<file path="config.mk">
export PLATFORM = sky130hd
export DESIGN_NAME = imwf_top
export DESIGN_NICKNAME = d
export VERILOG_FILES = /design/src/include/imwf_pkg.sv /design/src/imwf_top.sv
export SDC_FILE = /design/constraint.sdc
export NUM_CORES = 2
export LEC_CHECK = 0
export BUFFER_PORTS_ARGS = -buffer_cell sky130_fd_sc_hd__clkbuf_2
export CAP_MARGIN = 20
export CORE_MARGIN = 4
export CORE_UTILIZATION = 31
export DETAILED_ROUTE_END_ITERATION = 8
export GPL_ROUTABILITY_DRIVEN = 0
export SETUP_SLACK_MARGIN = 0.3
export SLEW_MARGIN = 20
export SYNTH_ARGS = -nofsm -noshare
export SYNTH_HDL_FRONTEND = slang
export SYNTH_SLANG_ARGS = --single-unit
export TNS_END_PERCENT = 10
</file>
<file path="constraint.sdc">
create_clock -name sys_clk -period 7.3 [get_ports sys_clk]
set_input_delay 1.095 -clock sys_clk [delete_from_list [all_inputs] [get_ports sys_clk]]
set_output_delay 1.095 -clock sys_clk [all_outputs]
set_load 0.02 [all_outputs]
</file>
<file path="src/include/imwf_pkg.sv">
// imwf_pkg: constants and types shared by the audio serial master.
// assumes one 125 MHz system clock and a 2-bit word-addressed host port.
package imwf_pkg;
    // host register word addresses
    localparam logic [1:0]  ADR_CONTROL = 2'h0;
    localparam logic [1:0]  ADR_MODE    = 2'h1;
    localparam logic [1:0]  ADR_STATUS  = 2'h2;
    localparam logic [1:0]  ADR_DATA    = 2'h3;
    // reset values
    localparam logic [7:0]  PRE_RST     = 8'h00;
    localparam logic [7:0]  WM_RST      = 8'h00;
    localparam logic [5:0]  WW_RST      = 6'h00;
    // control and mode field positions
    localparam int          PRE_LSB     = 0;
    localparam int          WM_LSB      = 8;
    localparam int          MODE_MO     = 8;
    localparam int          MODE_MI     = 9;
    localparam int          MODE_SLR    = 10;
    localparam int          MODE_TXEN   = 11;
    localparam int          MODE_RXEN   = 12;
    localparam int          MODE_TXIE   = 13;
    localparam int          MODE_RXIE   = 14;
    // word width codes
    localparam logic [5:0]  WW_16       = 6'h10;
    localparam logic [5:0]  WW_20       = 6'h14;
    localparam logic [5:0]  WW_24       = 6'h18;
    localparam logic [5:0]  WW_32       = 6'h20;
    // bit clock periods per word slot, and receive capture bit
    localparam logic [4:0]  SCK_N16     = 5'h10;
    localparam logic [4:0]  SCK_N20     = 5'h15;
    localparam logic [4:0]  SCK_N24     = 5'h19;
    localparam logic [4:0]  CAP_B16     = 5'h01;
    localparam logic [4:0]  CAP_BWIDE   = 5'h00;
    // buffers
    localparam int          FIFO_DW     = 24;
    localparam int          FIFO_DEPTH  = 32;
    typedef enum logic [1:0] {IMWF_W16, IMWF_W20, IMWF_W24, IMWF_W32}
        imwf_width_t;
endpackage

</file>
<file path="src/imwf_top.sv">
// imwf_top: audio serial bus master with host slave port and two fifos.
// assumes the interconnect maps host byte address bits 3..2 onto adr_i.

// imwf_fifo: show-ahead fifo, valid/ready on both sides, sync clear
module imwf_fifo #(
    parameter int W = 24,
    parameter int D = 32
) (
    input  wire logic                 sys_clk,
    input  wire logic                 srst,
    input  wire logic                 clr,
    input  wire logic                 in_valid,
    output logic                      in_ready,
    input  wire logic [W-1:0]         in_data,
    output logic                      out_valid,
    input  wire logic                 out_ready,
    output logic [W-1:0]              out_data,
    output logic [$clog2(D):0]        count
);
    localparam int AW = $clog2(D);
    logic [W-1:0] mem [D];
    logic [AW:0]  wr_ptr;
    logic [AW:0]  rd_ptr;
    wire          do_wr = in_valid & in_ready & ~clr;
    wire          do_rd = out_valid & out_ready & ~clr;
    // occupancy flags
    assign count     = wr_ptr - rd_ptr;
    assign in_ready  = count != (AW + 1)'(D);
    assign out_valid = count != '0;
    assign out_data  = mem[rd_ptr[AW-1:0]];
    // pointers
    always_ff @(posedge sys_clk) begin
        if (srst || clr) begin
            wr_ptr <= '0;
            rd_ptr <= '0;
        end else begin
            wr_ptr <= wr_ptr + (AW + 1)'(do_wr);
            rd_ptr <= rd_ptr + (AW + 1)'(do_rd);
        end
    end
    // storage
    always_ff @(posedge sys_clk) begin
        if (do_wr) begin
            mem[wr_ptr[AW-1:0]] <= in_data;
        end
    end
endmodule // imwf_fifo

module imwf_top
    import imwf_pkg::*;
(
    input  wire logic        sys_clk,
    input  wire logic        srst,
    input  wire logic        stb_i,
    input  wire logic        cyc_i,
    input  wire logic        we_i,
    input  wire logic [1:0]  adr_i,
    input  wire logic [31:0] dat_i,
    output logic [31:0]      dat_o,
    output logic             ack_o,
    output logic             sck,
    output logic             ws,
    output logic             sdo,
    input  wire logic        sdi,
    output logic             aux_oversample_clock
);
    localparam int CW = $clog2(FIFO_DEPTH) + 1;
    logic [7:0]        ctrl_pre;
    logic [7:0]        ctrl_wm;
    logic [14:8]       mode_hi;
    logic [5:0]        mode_ww;
    logic              sdi_m;
    logic              sdi_s;
    logic [7:0]        pre_cnt;
    logic [7:0]        k;
    logic [23:0]       txsh;
    logic [23:0]       rxsh;
    logic [23:0]       hist_l;
    logic [23:0]       hist_r;
    logic              tx_in_ready;
    logic              tx_out_valid;
    logic [23:0]       tx_out_data;
    logic [CW-1:0]     tx_cnt;
    logic              rx_in_ready;
    logic              rx_out_valid;
    logic [23:0]       rx_out_data;
    logic [CW-1:0]     rx_cnt;
    imwf_width_t       wsel;
    logic [4:0]        nbits;
    logic [4:0]        cap_b;

    // host cycle decode; a full transmit fifo holds off the ack
    wire take    = stb_i & cyc_i & ~ack_o;
    wire wr_data = take & we_i & (adr_i == ADR_DATA);
    wire accept  = take & ~(wr_data & ~tx_in_ready);
    wire wr_reg  = accept & we_i;
    wire rx_pop  = accept & ~we_i & (adr_i == ADR_DATA);
    wire txen    = mode_hi[MODE_TXEN];
    wire rxen    = mode_hi[MODE_RXEN];
    // width decode, illegal codes fall back to 16-bit
    assign wsel  = (mode_ww == WW_20) ? IMWF_W20 :
                   (mode_ww == WW_24) ? IMWF_W24 :
                   (mode_ww == WW_32) ? IMWF_W32 : IMWF_W16;
    assign nbits = (wsel == IMWF_W16) ? SCK_N16 :
                   (wsel == IMWF_W20) ? SCK_N20 : SCK_N24;
    assign cap_b = (wsel == IMWF_W16) ? CAP_B16 : CAP_BWIDE;
    // write slice into the transmit fifo
    wire [23:0] tx_wdata = (wsel == IMWF_W32) ? dat_i[31:8]
                                              : dat_i[23:0];
    // receive entry returned with sign extension or padding
    wire [23:0] r = rx_out_data;
    wire [31:0] rx_rd = (wsel == IMWF_W16) ? {{16{r[15]}}, r[15:0]} :
                        (wsel == IMWF_W20) ? {{12{r[19]}}, r[19:0]} :
                        (wsel == IMWF_W24) ? {{8{r[23]}}, r} :
                                             {r, 8'h00};

    // status and read mux
    wire [7:0] status = {{2'h0, rx_cnt} > ctrl_wm, ~rx_in_ready,
                         ~rx_out_valid, ~ws, {2'h0, tx_cnt} < ctrl_wm,
                         ~tx_in_ready, ~tx_out_valid, ws};
    wire [31:0] rd_mux = (adr_i == ADR_CONTROL) ? {16'h0, ctrl_wm, ctrl_pre} :
                         (adr_i == ADR_MODE) ? {17'h0, mode_hi, 2'h0, mode_ww} :
                         (adr_i == ADR_STATUS) ? {24'h0, status} : rx_rd;

    // host port: one-cycle ack, registers and read data
    always_ff @(posedge sys_clk) begin
        if (srst) begin
            ack_o    <= 1'b0;
            dat_o    <= 32'h0000_0000;
            ctrl_pre <= PRE_RST;
            ctrl_wm  <= WM_RST;
            mode_hi  <= 7'h00;
            mode_ww  <= WW_RST;
        end else begin
            ack_o <= accept;
            if (accept && !we_i) begin
                dat_o <= rd_mux;
            end
            if (wr_reg && adr_i == ADR_CONTROL) begin
                ctrl_pre <= dat_i[PRE_LSB +: 8];
                ctrl_wm  <= dat_i[WM_LSB +: 8];
            end
            if (wr_reg && adr_i == ADR_MODE) begin
                mode_hi <= dat_i[14:8];
                mode_ww <= dat_i[5:0];
            end
        end
    end

    // serial input synchroniser
    always_ff @(posedge sys_clk) begin
        if (srst) begin
            sdi_m <= 1'b0;
            sdi_s <= 1'b0;
        end else begin
            sdi_m <= sdi;
            sdi_s <= sdi_m;
        end
    end

    // prescaler tick; 256 ticks make one channel word, 512 one sample
    wire        tick = pre_cnt == ctrl_pre;
    wire [12:0] prod = {5'h00, k} * {8'h00, nbits};
    wire [7:0]  frac = prod[7:0];
    wire [4:0]  bidx = prod[12:8];
    wire        rise = tick & (frac < {3'h0, nbits});

    // clock generation
    always_ff @(posedge sys_clk) begin
        if (srst) begin
            pre_cnt              <= 8'h00;
            k                    <= 8'h00;
            aux_oversample_clock <= 1'b0;
            sck                  <= 1'b0;
            ws                   <= 1'b0;
        end else begin
            pre_cnt <= tick ? 8'h00 : pre_cnt + 8'h01;
            k       <= k + {7'h00, tick};
            aux_oversample_clock <= aux_oversample_clock ^ tick;
            if (tick) begin
                sck <= frac < 8'h80;
            end
            if (rise && bidx == 5'h00) begin
                ws <= ~ws;
            end
        end
    end

    // transmit: load one bit after the word select flip
    wire        tx_load = rise & (bidx == 5'h01);
    wire        tx_rep  = mode_hi[MODE_MO] & ws;
    wire        tx_pop  = tx_load & txen & ~tx_rep & tx_out_valid;
    wire [23:0] tx_word = tx_rep ? hist_l :
                          tx_out_valid ? tx_out_data :
                          ws ? hist_r : hist_l;
    wire [23:0] tx_al = (wsel == IMWF_W16) ? {tx_word[15:0], 8'h00} :
                        (wsel == IMWF_W20) ? {tx_word[19:0], 4'h0} :
                                             tx_word;
    wire [23:0] next_txsh = tx_load ? tx_al : {txsh[22:0], 1'b0};

    // transmit shifter, last-sample history, serial out
    always_ff @(posedge sys_clk) begin
        if (srst || !txen) begin
            txsh   <= 24'h00_0000;
            sdo    <= 1'b0;
            hist_l <= 24'h00_0000;
            hist_r <= 24'h00_0000;
        end else if (rise) begin
            txsh <= next_txsh;
            sdo  <= next_txsh[23];
            if (tx_load && ws) begin
                hist_r <= tx_word;
            end
            if (tx_load && !ws) begin
                hist_l <= tx_word;
            end
        end
    end

    // receive: sample each rising edge, capture after the lsb
    wire [23:0] next_rxsh = {rxsh[22:0], sdi_s};
    wire        rx_ch   = (cap_b == 5'h00) ? ws : ~ws;
    wire        rx_push = rise & rxen & (bidx == cap_b) &
                          (~mode_hi[MODE_MI] | (rx_ch == mode_hi[MODE_SLR]));
    wire [23:0] rx_in = (wsel == IMWF_W16) ? {8'h00, next_rxsh[15:0]} :
                        (wsel == IMWF_W20) ? {4'h0, next_rxsh[19:0]} :
                                             next_rxsh;

    // receive shifter
    always_ff @(posedge sys_clk) begin
        if (srst || !rxen) begin
            rxsh <= 24'h00_0000;
        end else if (rise) begin
            rxsh <= next_rxsh;
        end
    end

    // buffers, cleared while their direction is disabled
    imwf_fifo #(.W(FIFO_DW), .D(FIFO_DEPTH)) u_tx_fifo (
        .sys_clk   (sys_clk),
        .srst      (srst),
        .clr       (~txen),
        .in_valid  (wr_data),
        .in_ready  (tx_in_ready),
        .in_data   (tx_wdata),
        .out_valid (tx_out_valid),
        .out_ready (tx_pop),
        .out_data  (tx_out_data),
        .count     (tx_cnt)
    );
    imwf_fifo #(.W(FIFO_DW), .D(FIFO_DEPTH)) u_rx_fifo (
        .sys_clk   (sys_clk),
        .srst      (srst),
        .clr       (~rxen),
        .in_valid  (rx_push),
        .in_ready  (rx_in_ready),
        .in_data   (rx_in),
        .out_valid (rx_out_valid),
        .out_ready (rx_pop),
        .out_data  (rx_out_data),
        .count     (rx_cnt)
    );

    // checking helpers: rising edges seen in the current word
    logic [4:0] rise_cnt;
    logic       seen_half;
    always_ff @(posedge sys_clk) begin
        if (srst) begin
            rise_cnt  <= 5'h00;
            seen_half <= 1'b0;
        end else if (rise) begin
            rise_cnt  <= (bidx == 5'h00) ? 5'h01 : rise_cnt + 5'h01;
            seen_half <= seen_half | (bidx == 5'h00);
        end
    end
endmodule // imwf_top

</file>
==> impl_metrics.toml <==
[floorplanning]
std_cell_rows = 173
coreArea_sq_um = 223000
die_h_microns = 482
die_w_microns = 482
ios = 77
start_util_pct = 31.2
die_area_sq_um = 232000

[sta]
rsz0062_at_grt = "yes"
clock.fmax_ghz = 0.151
worst_pin_slew_ps = 1210
finalHoldWorstSlack_ps = 444
finalCritPeriodShare_pct = 90.8
post-route-min-period_ps = 6630
slew_headroom_pct = 19.0
finalMaxSlewViolations = 0
finClkSkew_ps = 38.2
tns_ps = 0
finalHoldViolCount = 0
setup_viol = 0

[layout]
drive_gt1_share_pct = 22.9
final_nets = 4246
fillerInstances = 20573
stdcell_count = 7255
multi_input_area_sq_um = 19200
register_area_sq_um = 50200
area_growth_syn_to_layout_pct = 15.8

[clocking]
cts.sinks = 1738
cts_tree = "built"
postCtsHoldBufs = 0
clkTransAtPathRegs_ps = 60
clk_latency_ps = 820
numCtsBuffers = 175
clk_path_buf_depth = 3
clock-root-buffer = "clkbuf_16"
htree_levels = 4

[grt]
antenna_found_initial = 5
grt_max_degree = 132
grt_pass1_vias = 37248
grt_use_total_pct = 16.0
overflow = 0
grt_pass1_wl_microns = 272000

[placed_design]
placed_cells = 6879
io_buffers = 76
hpwl_microns = 119000

[yosys]
synth_top_area_cell = "edfxtp_1"
synth_compound_area_share_pct = 4.72
synth_cell_types = 71
ys_top_cells_by_area = "edfxtp_1 (66%), mux4_2 (13%), dfxtp_1 (5.8%)"
yosysSeqAreaShare_pct = 72.1
synth_edf_count = 1536
synth_fa_ha_area_share_pct = 1.42
synth_seq_cells = 1738
synth_most_common_cell = "edfxtp_1"
async_flop_share_pct = 0
synth-xor-area-share_pct = 0.642
synthMuxAreaShare_pct = 14.5
ys.flop_type = "edfxtp_1"
yosys.area_share.simple_pct = 4.93
synthCells = 3947
ys_top_cells_by_count = "edfxtp_1 (1536), nand2_1 (430), mux4_2 (391)"
synth_area_sq_um = 69600
synth_nets = 4058
avgSynthCellArea_sq_um = 17.6
synth_top_area_share_pct = 66.3
synth_top_family_by_area = "multiplexers"
yosysWarnings = 0

[drt]
detail_route.first_pass.iterations = 8
drt-initial-drc-count = 4517
wl_per_cell_microns = 26.7
ant_nets = 0
vias = 38165
drt_wl_total_microns = 194000
viasPerCell = 5.26
route.detailed.drc = 0

[setup_path]
cp.required_ps = 7720
crit_fanout = 16
start_kind = "register"
endpoint_kind = "register"
critPathKind = "reg -> reg"
critPathArrivalTime_ps = 7050
r2r.worst_path.cells = 21

[pwr]
power_leakage_nw = 23.8
irDropWorstVdd_v = 0.000243
power.density_nw_per_um2 = 247

[min_path]
hold_class = "reg -> reg"
hold_depth = 2

[run]
cap_violations = 0

[status]
status = "finished, final reports clean"
==> cell usage in the layout, fill, tap and decap left out, types with 30 or more instances in the layout <==
cell type / count
o21ai_0: 30
clkinv_1: 37
clkbuf_16: 177
mux4_2: 391
dfxtp_1: 188
mux2i_1: 125
nor2_4: 99
o221ai_1: 30
clkbuf_2: 75
nand2_1: 426
o22ai_1: 44
edfxtp_1: 1536
a21oi_1: 165
nor2_1: 111
nand3_1: 71
a22oi_1: 67
ha_1: 58
clkbuf_1: 52
buf_4: 98
inv_1: 55
==> routing by layer <==
layer	track usage, %	share of wire (%)	up-vias
met5	0	0	-
met4	6.06	3.8	0
met3	2.57	6.8	283
met2	25.7	48	1494
met1	21.9	41	20212
li1	-	-	16176
==> registers in the layout, indices dropped and copies added (netlist names), 23 cells and up <==
| register | flops |
|---|---|
| dat_o | 32 |
| hist_l | 24 |
| hist_r | 24 |
| rxsh | 23 |
| txsh | 23 |
| u_rx_fifo.mem | 768 |
| u_tx_fifo.mem | 768 |
==> where the power goes <==
group          internal (mW)  leakage [nW]  switching, mW  total, mW
sequential              10.8          14.7         0.0223       10.8
clock                   4.83          2.64           3.79       8.62
combinational         0.0988          6.46          0.391      0.490
==> worst max-delay path: stages (launching register included) <==
cell and delay [ps]:
dfxtp_1 380, nor4b_2 380, o21bai_2 270, nand2_1 130
nor2_2 200, inv_1 130, nor2_1 140, fa_1 440
ha_1 280, inv_1 40, fa_1 470, inv_1 40
ha_1 320, a21o_1 200, o21bai_1 190, o31ai_1 370
mux2i_1 400, nand3_1 250, a2111oi_4 560, nand3_1 140
buf_4 330, nor2_4 540
==> cell families (layout without fill, tap and decap cells) <==
| group | after synthesis | count (layout) |
|---|---|---|
| xor+xnor | 51 | 51 |
| other cells | 0 | 1 |
| fa+ha+maj | 71 | 71 |
| simple gates | 800 | 832 |
| compound gates | 485 | 485 |
| mux | 519 | 519 |
| flops | 1738 | 1738 |
| buf+inv | 283 | 583 |
==> per-stage QoR <==
| step | power (mW) | utilization, % | instance area, sq um | setup slack, ps |
|---|---|---|---|---|
| after floorplan | 11.3 | - | 69600 | 532 |
| after global placement | 11.5 | 33.3 | 74100 | 578 |
| after detailed placement | 11.5 | 33.4 | 74400 | 362 |
| after CTS | 20.0 | 35.8 | 79800 | 347 |
| after global routing | 20.5 | 36.2 | 80500 | 202 |
| final | 19.9 | 36.2 | 80500 | 670 |
==> area by class of cell <==
type / instances / share of cell area, %
timing repair buffer: 202 / 2.19
multi-input combinational: 1958 / 23.8
sequential: 1738 / 62.3
clock buffer: 235 / 5.85
antenna: 1 / 0.00311
clock inverter: 86 / 0.909
tap: 2975 / 4.62
inverter: 60 / 0.283
==> path summary, 6_finish.rpt <==
check,slack (ps),from,to
setup / recovery,670,mode_ww[3]$_SDFFE_PP0P_,u_rx_fifo.mem[23][19]$_DFFE_PP_
hold / removal,440,dat_o[31]$_SDFFE_PP0P_,dat_o[31]$_SDFFE_PP0P_
setup reg to reg,670,mode_ww[3]$_SDFFE_PP0P_,u_rx_fifo.mem[23][19]$_DFFE_PP_
hold reg to reg,440,dat_o[31]$_SDFFE_PP0P_,dat_o[31]$_SDFFE_PP0P_
==> timing repair <==
item / in CTS / in global routing
setup endpoints to repair: 0 / 816
gates resized for setup: 0 / 33
setup buffers: 0 / 18
No activity file was read; power rests on OpenSTA's default activity.
